File: src/hdl/tsb_pkg.sv
// package: batch delay sequencer constants and types
package tsb_pkg;
    localparam int CLK_HZ = 20000000;
    localparam int MS_PER_UNIT = 1;
    localparam int CYC_PER_MS = CLK_HZ / 1000 * MS_PER_UNIT;
    localparam logic [3:0] FN_XYZ = 4'h0;
    localparam logic [3:0] FN_XY = 4'h1;
    localparam logic [6:0] BD_1 = 7'h01;
    localparam logic [6:0] BD_2 = 7'h02;
    localparam logic [6:0] BD_4 = 7'h04;
    localparam logic [6:0] BD_10 = 7'h0A;
    localparam logic [6:0] BD_20 = 7'h14;
    localparam logic [6:0] BD_40 = 7'h28;
    localparam logic [6:0] BD_100 = 7'h64;
    localparam int SET_W = 16;
    typedef struct packed {
        logic scan_xy;
        logic [SET_W-1:0] sample_count;
    } tsb_set_t;
    typedef enum logic [2:0] {
        ST_IDLE = 3'h1,
        ST_CONV = 3'h2,
        ST_WAIT = 3'h4
    } tsb_state_t;
endpackage

File: src/hdl/tsb_fifo.sv
// file: parameterised valid/ready fifo
`timescale 1ns/1ns
module tsb_fifo #(
    parameter int WIDTH = 17,
    parameter int DEPTH = 16
) (
    input wire logic i_clk,
    input wire logic i_rst_n,
    input wire logic i_valid,
    output logic o_ready,
    input wire logic [WIDTH-1:0] i_data,
    output logic o_valid,
    input wire logic i_ready,
    output logic [WIDTH-1:0] o_data
);
    localparam int AW = $clog2(DEPTH);
    logic [WIDTH-1:0] mem [DEPTH];
    logic [AW-1:0] wp;
    logic [AW-1:0] rp;
    logic [AW:0] cnt;
    logic do_wr;
    logic do_rd;
    assign o_ready = cnt != (AW+1)'(DEPTH);
    assign o_valid = cnt != '0;
    assign o_data = mem[rp];
    assign do_wr = i_valid && o_ready;
    assign do_rd = o_valid && i_ready;
    always_ff @(posedge i_clk)
    begin
        if (do_wr)
        begin
            mem[wp] <= i_data;
        end
    end
    always_ff @(posedge i_clk)
    begin
        if (!i_rst_n)
        begin
            wp <= '0;
            rp <= '0;
            cnt <= '0;
        end
        else
        begin
            if (do_wr)
            begin
                wp <= wp + 1'b1;
            end
            if (do_rd)
            begin
                rp <= rp + 1'b1;
            end
            cnt <= cnt + (AW+1)'(do_wr) - (AW+1)'(do_rd);
        end
    end
endmodule

File: src/hdl/tsb_top.sv
// file: touch scan batch delay sequencer
`timescale 1ns/1ns
module tsb_top #(
    parameter int CYC_MS = tsb_pkg::CYC_PER_MS,
    parameter int DEPTH = 16
) (
    input wire logic i_clk,
    input wire logic i_rst_n,
    input wire logic i_pen_touch,
    input wire logic i_pen_scan_mode_select,
    input wire logic [3:0] i_converter_function,
    input wire logic i_function_write,
    input wire logic i_stop,
    input wire logic [2:0] i_batch_delay_select,
    input wire logic [15:0] i_conv_cycles,
    input wire logic i_out_ready,
    output logic o_scan_start,
    output logic o_busy,
    output logic o_waiting,
    output logic o_set_valid,
    output logic [tsb_pkg::SET_W:0] o_set_data,
    output logic o_fifo_ready
);
    localparam int W = tsb_pkg::SET_W + 1;
    tsb_pkg::tsb_state_t state;
    logic scan_fn;
    logic engaged;
    logic [6:0] delay_ms;
    logic [31:0] ms_cnt;
    logic [6:0] ms_left;
    logic [15:0] conv_cnt;
    logic [15:0] set_count;
    logic push;
    logic fifo_rdy;
    logic f_valid;
    logic [W-1:0] f_data;
    tsb_pkg::tsb_set_t set_word;
    logic delay_done;
    logic start_now;

    assign scan_fn = i_converter_function == tsb_pkg::FN_XYZ
        || i_converter_function == tsb_pkg::FN_XY;
    // decode of delay select to milliseconds
    always_comb
    begin
        case (i_batch_delay_select)
            3'h1: delay_ms = tsb_pkg::BD_1;
            3'h2: delay_ms = tsb_pkg::BD_2;
            3'h3: delay_ms = tsb_pkg::BD_4;
            3'h4: delay_ms = tsb_pkg::BD_10;
            3'h5: delay_ms = tsb_pkg::BD_20;
            3'h6: delay_ms = tsb_pkg::BD_40;
            3'h7: delay_ms = tsb_pkg::BD_100;
            default: delay_ms = 7'h00;
        endcase
    end
    // host mode engages on function write after pen detect
    always_ff @(posedge i_clk)
    begin
        if (!i_rst_n || !i_pen_touch || i_stop)
        begin
            engaged <= 1'b0;
        end
        else if (i_pen_scan_mode_select && scan_fn)
        begin
            engaged <= 1'b1;
        end
        else if (!i_pen_scan_mode_select && scan_fn && i_function_write)
        begin
            engaged <= 1'b1;
        end
    end
    assign delay_done = ms_left == 7'h00;
    assign start_now = engaged && i_pen_touch && !i_stop && fifo_rdy;
    // scan sequencer
    always_ff @(posedge i_clk)
    begin
        if (!i_rst_n || i_stop || !i_pen_touch)
        begin
            state <= tsb_pkg::ST_IDLE;
        end
        else
        begin
            case (state)
                tsb_pkg::ST_IDLE:
                begin
                    if (start_now)
                    begin
                        state <= tsb_pkg::ST_CONV;
                    end
                end
                tsb_pkg::ST_CONV:
                begin
                    if (conv_cnt <= 16'h0001)
                    begin
                        state <= tsb_pkg::ST_WAIT;
                    end
                end
                tsb_pkg::ST_WAIT:
                begin
                    if (delay_done && start_now)
                    begin
                        state <= tsb_pkg::ST_CONV;
                    end
                end
                default: state <= tsb_pkg::ST_IDLE;
            endcase
        end
    end
    logic go;
    assign go = (state == tsb_pkg::ST_IDLE && start_now)
        || (state == tsb_pkg::ST_WAIT && delay_done && start_now);
    // conversion time counter
    always_ff @(posedge i_clk)
    begin
        if (!i_rst_n)
        begin
            conv_cnt <= '0;
        end
        else if (go)
        begin
            conv_cnt <= i_conv_cycles;
        end
        else if (conv_cnt != '0)
        begin
            conv_cnt <= conv_cnt - 1'b1;
        end
    end
    // millisecond batch delay timer
    always_ff @(posedge i_clk)
    begin
        if (!i_rst_n)
        begin
            ms_left <= '0;
            ms_cnt <= '0;
        end
        else if (go)
        begin
            ms_left <= delay_ms;
            ms_cnt <= '0;
        end
        else if (ms_left != '0)
        begin
            if (ms_cnt == 32'(CYC_MS - 1))
            begin
                ms_cnt <= '0;
                ms_left <= ms_left - 1'b1;
            end
            else
            begin
                ms_cnt <= ms_cnt + 1'b1;
            end
        end
    end
    // processed set record into fifo, written at conversion end
    assign push = state == tsb_pkg::ST_CONV && conv_cnt <= 16'h0001
        && i_pen_touch && !i_stop;
    always_comb
    begin
        set_word.scan_xy = i_converter_function == tsb_pkg::FN_XY;
        set_word.sample_count = set_count;
    end
    always_ff @(posedge i_clk)
    begin
        if (!i_rst_n)
        begin
            set_count <= '0;
        end
        else if (state == tsb_pkg::ST_CONV && conv_cnt <= 16'h0001)
        begin
            set_count <= set_count + 1'b1;
        end
    end
    tsb_fifo #(.WIDTH(W), .DEPTH(DEPTH)) u_fifo (
        .i_clk(i_clk),
        .i_rst_n(i_rst_n),
        .i_valid(push),
        .o_ready(fifo_rdy),
        .i_data(set_word),
        .o_valid(f_valid),
        .i_ready(i_out_ready && !o_set_valid),
        .o_data(f_data)
    );
    // registered outputs
    always_ff @(posedge i_clk)
    begin
        if (!i_rst_n)
        begin
            o_scan_start <= 1'b0;
            o_busy <= 1'b0;
            o_waiting <= 1'b0;
            o_set_valid <= 1'b0;
            o_set_data <= '0;
            o_fifo_ready <= 1'b0;
        end
        else
        begin
            o_scan_start <= go;
            o_busy <= state == tsb_pkg::ST_CONV;
            o_waiting <= state == tsb_pkg::ST_WAIT;
            o_fifo_ready <= fifo_rdy;
            if (o_set_valid)
            begin
                o_set_valid <= 1'b0;
            end
            else if (f_valid && i_out_ready)
            begin
                o_set_valid <= 1'b1;
                o_set_data <= f_data;
            end
        end
    end

    stop_idle_a: assert property (@(posedge i_clk) disable iff (!i_rst_n)
        (i_stop || !i_pen_touch) |=> state == tsb_pkg::ST_IDLE)
        else $error("scan not stopped");
    no_early_a: assert property (@(posedge i_clk) disable iff (!i_rst_n)
        (state == tsb_pkg::ST_WAIT && ms_left != '0) |=> state != tsb_pkg::ST_CONV)
        else $error("set started before delay expiry");
    timer_load_a: assert property (@(posedge i_clk) disable iff (!i_rst_n)
        go |=> ms_left == $past(delay_ms))
        else $error("delay timer not loaded at scan start");
    zero_delay_a: assert property (@(posedge i_clk) disable iff (!i_rst_n)
        (i_batch_delay_select == 3'h0 && go) |=> delay_done)
        else $error("zero delay inserted wait");
    host_gate_a: assert property (@(posedge i_clk) disable iff (!i_rst_n)
        (!engaged && !i_pen_scan_mode_select && !i_function_write) |=> !engaged)
        else $error("host scan engaged without write");
    self_start_a: assert property (@(posedge i_clk) disable iff (!i_rst_n)
        (state == tsb_pkg::ST_IDLE && engaged && i_pen_touch && !i_stop && fifo_rdy)
        |=> state == tsb_pkg::ST_CONV)
        else $error("pen touch did not start scan");
    conv_load_a: assert property (@(posedge i_clk) disable iff (!i_rst_n)
        go |=> conv_cnt == $past(i_conv_cycles))
        else $error("conversion time not loaded");
    retrig_a: assert property (@(posedge i_clk) disable iff (!i_rst_n)
        (state == tsb_pkg::ST_WAIT && delay_done && start_now)
        |=> state == tsb_pkg::ST_CONV && o_scan_start)
        else $error("no retrigger at expiry");

    // flag, timer, record, state and engagement checks
    busy_flag_a: assert property (@(posedge i_clk) disable iff (!i_rst_n)
        1'b1 |=> o_busy == ($past(state) == tsb_pkg::ST_CONV))
        else $error("busy flag does not follow conversion");
    wait_flag_a: assert property (@(posedge i_clk) disable iff (!i_rst_n)
        1'b1 |=> o_waiting == ($past(state) == tsb_pkg::ST_WAIT))
        else $error("waiting flag does not follow wait");
    start_flag_a: assert property (@(posedge i_clk) disable iff (!i_rst_n)
        1'b1 |=> o_scan_start == $past(go))
        else $error("scan start flag does not follow start");
    conv_hold_a: assert property (@(posedge i_clk) disable iff (!i_rst_n)
        (state == tsb_pkg::ST_CONV && conv_cnt > 16'h0001 && i_pen_touch && !i_stop)
        |=> state == tsb_pkg::ST_CONV)
        else $error("conversion cut short");
    wait_hold_a: assert property (@(posedge i_clk) disable iff (!i_rst_n)
        (state == tsb_pkg::ST_WAIT && !delay_done && i_pen_touch && !i_stop)
        |=> state == tsb_pkg::ST_WAIT)
        else $error("wait left before delay expiry");
    ms_step_a: assert property (@(posedge i_clk) disable iff (!i_rst_n)
        (!go && ms_left != 7'h00 && ms_cnt == 32'(CYC_MS - 1))
        |=> ms_left == $past(ms_left) - 7'h01)
        else $error("millisecond step missed");
    ms_idle_a: assert property (@(posedge i_clk) disable iff (!i_rst_n)
        (!go && ms_left == 7'h00) |=> ms_left == 7'h00)
        else $error("expired delay timer moved");
    push_room_a: assert property (@(posedge i_clk) disable iff (!i_rst_n)
        push |-> fifo_rdy)
        else $error("set record lost on full fifo");
    valid_pulse_a: assert property (@(posedge i_clk) disable iff (!i_rst_n)
        o_set_valid |=> !o_set_valid)
        else $error("record valid longer than one cycle");
    host_engage_a: assert property (@(posedge i_clk) disable iff (!i_rst_n)
        (!i_pen_scan_mode_select && scan_fn && i_function_write && i_pen_touch && !i_stop)
        |=> engaged)
        else $error("host write did not engage scan");
    self_engage_a: assert property (@(posedge i_clk) disable iff (!i_rst_n)
        (i_pen_scan_mode_select && scan_fn && i_pen_touch && !i_stop) |=> engaged)
        else $error("self mode did not engage on touch");
    code_gate_a: assert property (@(posedge i_clk) disable iff (!i_rst_n)
        (!engaged && !scan_fn) |=> !engaged)
        else $error("scan engaged with non scan code");
    pen_drop_a: assert property (@(posedge i_clk) disable iff (!i_rst_n)
        (!i_pen_touch || i_stop) |=> !engaged)
        else $error("engagement kept after touch loss");
    longest_code_a: assert property (@(posedge i_clk) disable iff (!i_rst_n)
        (i_batch_delay_select == 3'h7 && go) |=> ms_left == tsb_pkg::BD_100)
        else $error("longest delay code misdecoded");
    shortest_code_a: assert property (@(posedge i_clk) disable iff (!i_rst_n)
        (i_batch_delay_select == 3'h1 && go) |=> ms_left == tsb_pkg::BD_1)
        else $error("shortest delay code misdecoded");
    start_conv_a: assert property (@(posedge i_clk) disable iff (!i_rst_n)
        go |=> state == tsb_pkg::ST_CONV)
        else $error("set start did not convert");
    idle_flags_a: assert property (@(posedge i_clk) disable iff (!i_rst_n)
        (state == tsb_pkg::ST_IDLE) |=> !o_busy && !o_waiting)
        else $error("flags raised while idle");
    full_stall_a: assert property (@(posedge i_clk) disable iff (!i_rst_n)
        !fifo_rdy |-> !go)
        else $error("set started on full fifo");
    idle_gate_a: assert property (@(posedge i_clk) disable iff (!i_rst_n)
        (state == tsb_pkg::ST_IDLE && !engaged) |-> !go)
        else $error("set started without engagement");
endmodule

File: config.mk
export PLATFORM = sky130hd
export DESIGN_NAME = tsb_top
export DESIGN_NICKNAME = d
export VERILOG_FILES = /design/src/hdl/tsb_pkg.sv /design/src/hdl/tsb_fifo.sv /design/src/hdl/tsb_top.sv
export SDC_FILE = /design/constraint.sdc
export NUM_CORES = 1
export LEC_CHECK = 0
export ABC_CLOCK_PERIOD_IN_PS = 4700
export BUFFER_PORTS_ARGS = -buffer_cell sky130_fd_sc_hd__buf_2
export CORE_MARGIN = 1
export CORE_UTILIZATION = 60
export CTS_BUF_LIST = sky130_fd_sc_hd__clkbuf_8
export CTS_CLUSTER_DIAMETER = 30
export CTS_CLUSTER_SIZE = 40
export DETAILED_ROUTE_END_ITERATION = 8
export GPL_TIMING_DRIVEN = 0
export PLACE_DENSITY = 0.74
export REMOVE_ABC_BUFFERS = 1
export SYNTH_ARGS = -nofsm -noshare
export SYNTH_HDL_FRONTEND = slang
export SYNTH_SLANG_ARGS = --single-unit
File: constraint.sdc
create_clock -name i_clk -period 4.7 [get_ports i_clk]
set_input_delay 0.47 -clock i_clk [delete_from_list [all_inputs] [get_ports i_clk]]
set_output_delay 0.47 -clock i_clk [all_outputs]
set_load 0.005 [all_outputs]
# Word-level counts from Yosys, hierarchy flattened
# Memory sizes are Yosys's and may differ from the RTL's. A register that Yosys moved wholly into a read port is not among the register bits.
# Cells that the tools add are included.
[word_totals]
reg_bits = 93
wordCells = 101
output_inout_bits = 22
in_bits = 30
ram_bits = 272
n_memories = 1
[op_classes]
n_mux = 16
eq_ne = 16
bitwise_logic = 2
n_lt_le_gt_ge = 1
reduce_logical = 43
n_addsub = 8
[mem_list]
columns = ["name", "words", "word_bits", "rd", "rd_ports_with_merged_regs", "write_ports", "line", "text"]
rows = [
  ["u_fifo.mem", 16, 17, 1, 1, 1, "tsb_fifo.sv:17", "logic [WIDTH-1:0] mem [DEPTH];"],
]
[ops]
columns = ["op", "count"]
rows = [
  ["one-hot mux 7 bit (7 select lines)", 1],
  ["adder 32 x 1 -> 32 bit (second input constant)", 1],
  ["== test 32 x 15 -> 1 bit (second input constant)", 1],
  ["2-to-1 mux 16 bit", 2],
  ["2-to-1 mux 32 bit", 1],
  ["2-to-1 mux 7 bit", 3],
  ["logical AND 1 bit", 17],
  ["adder 16 x 1 -> 16 bit (second input constant)", 1],
  ["less-or-equal comparator 16 x 1 -> 1 bit (second input constant)", 1],
  ["nonzero test 16 bit", 1],
  ["subtractor 16 x 1 -> 16 bit (second input constant)", 1],
  ["== test 3 bit (second input constant)", 5],
  ["== test 3 x 2 -> 1 bit (second input constant)", 3],
  ["2-to-1 mux 3 bit", 3],
  ["one-hot mux 3 bit (3 select lines)", 1],
  ["adder 4 x 1 -> 4 bit (second input constant)", 2],
  ["nonzero test 2 bit", 4],
  ["zero test 7 bit", 1],
  ["nonzero test 7 bit", 1],
  ["subtractor 7 x 1 -> 7 bit (second input constant)", 1],
  ["== test 3 x 1 -> 1 bit (second input constant)", 2],
  ["zero test 1 bit", 6],
  ["logical OR 1 bit", 6],
  ["!= test 2 bit (second input constant)", 3],
  ["other kinds (11)", 18],
]

# Longest topological paths before layout
[logic_depth]
word_depth = 7
ltp_mapped = 13
ltp_nobuf = 12

# Hierarchy
# Synthesis repeated with hierarchy kept, for this count alone.
[unflattened]
hier_cells = 1103
hier_area_um2 = 15872.7
[by_module_without_submodules]
columns = ["mod", "area_per_inst_um2", "instances", "seq_area_each_um2", "cells_per_inst"]
rows = [
  ["tsb_fifo", 11148.2, 1, 8508.2, 528],
  ["tsb_top", 4724.5, 1, 1941.9, 575],
]

# Worst setup path before layout
# No wires, ideal clock.
[synth_timing]
kind = "register to register"
startpoint = "register conv_cnt[8]"
endpoint = "memory u_fifo.mem[3][0] (enable)"
setup_time_ps = 412
arrival_time_ps = 3127
path_slack_ps = 1160
t_required_ps = 4288
stages_incl_launch_ff = 7
path_buffers = 1
synth_period_minus_slack_ps = 3540
cell_sequence = "dfxtp_1 > nor4_1 > nand4_1 > clkbuf_1 > nor3_2 > nand2_1 > nor3_1"
[synth_via]
elab_chain_len = 7
[synth_lines]
columns = ["element", "line", "text"]
rows = [
  ["start: declaration", "tsb_top.sv:31", "logic [15:0] conv_cnt;"],
  ["start signal: assignment", "tsb_top.sv:122", "conv_cnt <= i_conv_cycles;"],
  ["start signal: assignment", "tsb_top.sv:126", "conv_cnt <= conv_cnt - 1'b1;"],
  ["less-or-equal comparator 16 x 1 -> 1 bit", "tsb_top.sv:156", "assign push = state == tsb_pkg::ST_CONV && conv_cnt <= 16'h0001"],
  ["logical AND 1 bit", "tsb_top.sv:156", ""],
  ["logical AND 1 bit (2 in series)", "tsb_top.sv:157", "&& i_pen_touch && !i_stop;"],
  ["logical AND 1 bit", "tsb_fifo.sv:26", "assign do_wr = i_valid && o_ready;"],
  ["named net u_fifo.do_wr", "tsb_fifo.sv:21", "logic do_wr;"],
  ["2-to-1 mux 1 bit", "tsb_fifo.sv:30", "if (do_wr)"],
  ["2-to-1 mux 1 bit (not written as such)", "tsb_fifo.sv:32", "mem[wp] <= i_data;"],
  ["end: declaration", "tsb_fifo.sv:17", ""],
]
# The timed path passes the listed nets, and every way through them passes these cells.

# Final worst setup path
[layout_timing]
startpoint = "register conv_cnt[8]"
endpoint = "memory u_fifo.mem[5][6] (enable)"
# Same word-level chain as after synthesis.

==> qor.yml <==
route:
  viasPerCell: 6.066
  drtAntennaViolNets: 0
  routed_wl_mm: 32.31
  drt_iter0_markers: 738
  num_vias: 9214
  dr.pass1.iters: 5
  drc: 0
  wl_per_cell_um: 21.27
setup_path:
  r2r-start: "conv_cnt[8]"
  worstRegToRegCells: 6
  start_kind: "flip-flop"
  cpLargestDelayFamily: "simple AND/OR/NAND/NOR gates"
  cp.required_ns: 4.97
  cp_num_cells: 6
  critPathMaxStageDelay_ns: 0.96
  worst_path_max_delay_cell: "nand4_1"
  worstSetupEndpoint: "u_fifo.mem[5][6]"
  timing.rr.end: "u_fifo.mem[5][6]"
  worstPathMaxFanout: 21
  r2r_slack_ns: 0.37
  worstPathCellList: "nor4_1 -> nand4_1 -> nor3_2 -> nand2_1 -> nor2_2 -> buf_8"
  critical_path_class: "reg -> reg"
  crit_start: "conv_cnt[8]"
  crit_buf_inv: 1
  worstPathArrival_ns: 4.60
  end_kind: "flip-flop"
synthesis:
  synth_area_per_cell_um2: 15.08
  synth-edff-count: 272
  synthCells: 1028
  yosysSeqAreaShare_pct: 66.90
  ys_seq_elements: 382
  synth.area.top_cells: "edfxtp_1 (53%), dfxtp_1 (14%), mux4_2 (9.9%)"
  synth_top_cell_by_area: "edfxtp_1"
  ys.flop_type: "edfxtp_1"
  netlist_area_um2: 15500
  synthTopCellsByCount: "edfxtp_1 (272), dfxtp_1 (110), nor2_1 (91), mux4_2 (68), mux2i_1 (38)"
  yosys.cell_count.top_type: "edfxtp_1"
  ys_types: 57
  synth_top_area_share_pct: 52.70
  synth-warning-count: 0
  synth-async-reset-ratio_pct: 0
global_route:
  grt_overflow: 0
  grt_max_degree: 48
  grtUsageMet3_pct: 4.456
  grt.busiest_layer: "met2"
  met1_usage_pct: 34.51
  antenna_found_initial: 0
  met2_usage_pct: 40.44
  grt_pass1_vias: 9162
  grt_pass1_wl_mm: 50.00
  grt_usage_pct: 25.35
pwr:
  netSwitchingPower_mw: 2.446
  ir_drop_mv: 0.3225
  power.density_nw_per_um2: 501.9
  combPwrFrac_pct: 16.8
  clkPwrFrac_pct: 40.8
  power.internal_mw: 6.704
  power_leakage_nw: 6.003
  seqPwrFrac_pct: 42.4
  p_sw_share_pct: 26.73
sta:
  setup_viol: 0
  fmax_ghz: 0.2309
  period_share_pct: 92.13
  whs_ns: 0.09953
  layout_min_cycle_time_ns: 4.330
  rsz0062_at_grt: "no"
  slew_headroom_pct: 16.48
  tightestPinTransition_ns: 1.249
  hold_viol: 0
  finalClockSkew_ns: 0.03154
  drv_slew: 0
worst_hold_path:
  hold_path.class: "in -> reg"
clocking:
  cts_hold_buf: 0
  postCtsSetupBuffers: 0
  numCtsBuffers: 72
  cts_tree: "yes"
  clkTransAtPathRegs_ns: 0.07
  clk_latency_ns: 0.59
  cts_root_buf: "clkbuf_8"
  cts-htree-levels: 3
  cts_max_path_buffers: 3
  clock_sinks: 382
  cts-resized-gates: 0
die:
  dieArea_um2: 26480
  die_w_um: 162.7
  start_util_pct: 61.38
  rows: 58
  core_um2: 25250
  chipHeight_um: 162.7
  boundaryPins: 52
layout:
  area_growth_pct: 17.61
  design_area_um2: 18230
  layout-drive-gt1-share_pct: 25.06
  antennaDiodeCount: 0
  final_nets: 1178
placed_design:
  port_buffers: 51
  dpl_cell_area_um2: 16480
  hpwl_mm: 19.72
  gp_congestion: 0.8032
run_status:
  outcome: "finished clean"
flow_run:
  maxCapViolations: 0
worst min-delay path by stage:
| stage | start | endpoint | slack (ns) | depth (start not counted) |
|---|---|---|---|---|
| final | i_conv_cycles[1] | conv_cnt[1] | 0.1 | 3 |
| after CTS | i_conv_cycles[1] | conv_cnt[1] | 0.08 | 3 |
| after global placement | o_set_data[14] | o_set_data[14] | 0.45 | 2 |
| after floorplan | state[1] | o_waiting | 0.43 | 1 |
| after global routing | i_conv_cycles[12] | conv_cnt[12] | 0.12 | 3 |
| after detailed placement | o_set_data[12] | o_set_data[12] | 0.46 | 2 |
sequential cells by signal, summed over array words and instances, names as in the netlist, 3 cells and up:
name        cells
set_count      16
ms_cnt         32
state           3
u_fifo.rp       4
u_fifo.cnt      5
u_fifo.wp       4
o_set_data     17
u_fifo.mem    272
ms_left         7
conv_cnt       16
worst min-delay path: stages:
cell and delay (ns):
buf_2 0.07, nand3_1 0.05, o21ai_0 0.06
power by group through the flow:
| stage | clock (mW) | combinational, mW | sequential (mW) |
|---|---|---|---|
| after global routing | 3.93 | 1.69 | 3.91 |
| after CTS | 3.79 | 1.55 | 3.89 |
| after detailed placement | 0 | 1.54 | 3.96 |
| after global placement | 0 | 1.42 | 4.09 |
| after floorplan | 0 | 1.14 | 4.01 |
| final | 3.73 | 1.54 | 3.88 |
logic make-up after synthesis:
kind of cell / share of synthesized area [%]
and+or+nand+nor: 9.437
AOI/OAI and AO/OA: 4.077
DFF: 66.90
adders and majority gates: 1.501
buffers and inverters: 1.849
xor gates and xnor gates: 3.899
muxes: 12.33
metrics by stage:
step	worst slack (ns)	total power, mW	cells	util (%)	TNS [ns]
detailed placement	0.4854	5.496	1385	65.26	0
finish	0.3697	9.150	1519	72.18	0
global placement	-1.330	5.513	1360	63.24	-140.97
global route	0.1286	9.533	1519	72.18	0
floorplan	0.6031	5.144	979	-	0
CTS	0.4471	9.228	1518	72.07	0
cell type report:
| type | instances | area [um2] |
|---|---|---|
| Clock buffer | 76 | 1046 |
| Clock inverter | 57 | 674.4 |
| Fill cell | 1593 | 7025 |
| Inverter | 24 | 90.09 |
| Multi-Input combinational cell | 573 | 4906 |
| Sequential cell | 382 | 10380 |
| Tap cell | 330 | 412.9 |
| Timing Repair Buffer | 77 | 720.7 |
cell usage in the layout, fill, tap and decap left out, drive strengths merged, types with 3 or more instances in the layout:
| cell type | synthesis | routed |
|---|---|---|
| or4 | 7 | 7 |
| a2bb2oi | 17 | 17 |
| and2 | 8 | 8 |
| mux2i | 38 | 38 |
| nor3b | 5 | 5 |
| o21ai | 35 | 35 |
| nor4 | 23 | 23 |
| edfxtp | 272 | 272 |
| mux4 | 68 | 68 |
| buf | 17 | 77 |
| clkbuf | 32 | 76 |
| inv | 24 | 40 |
| and4 | 6 | 6 |
| a211oi | 4 | 4 |
| dfxtp | 110 | 110 |
| a22oi | 6 | 6 |
| nand2 | 37 | 37 |
| bufinv | 0 | 11 |
| clkinvlp | 0 | 16 |
| xnor2 | 36 | 36 |
| nor4b | 3 | 3 |
| xor2 | 33 | 33 |
| nor4bb | 3 | 3 |
| o211ai | 5 | 5 |
| and3 | 4 | 4 |
| ha | 17 | 17 |
| nand4 | 27 | 27 |
| nand2b | 7 | 7 |
| nor2 | 91 | 91 |
| nor2b | 3 | 3 |
| nor3 | 18 | 18 |
| a21oi | 17 | 17 |
| nand3 | 31 | 31 |
| clkinv | 0 | 14 |
metal layers:
metal | share of wire [%] | up-vias | wire length (um)
li1 | - | 4194 | -
met1 | 42 | 4626 | 13600
met2 | 49 | 306 | 15760
met3 | 5.8 | 88 | 1871
met4 | 3.4 | 0 | 1083
met5 | 0 | - | 0
(Power assumes the default switching activity.)
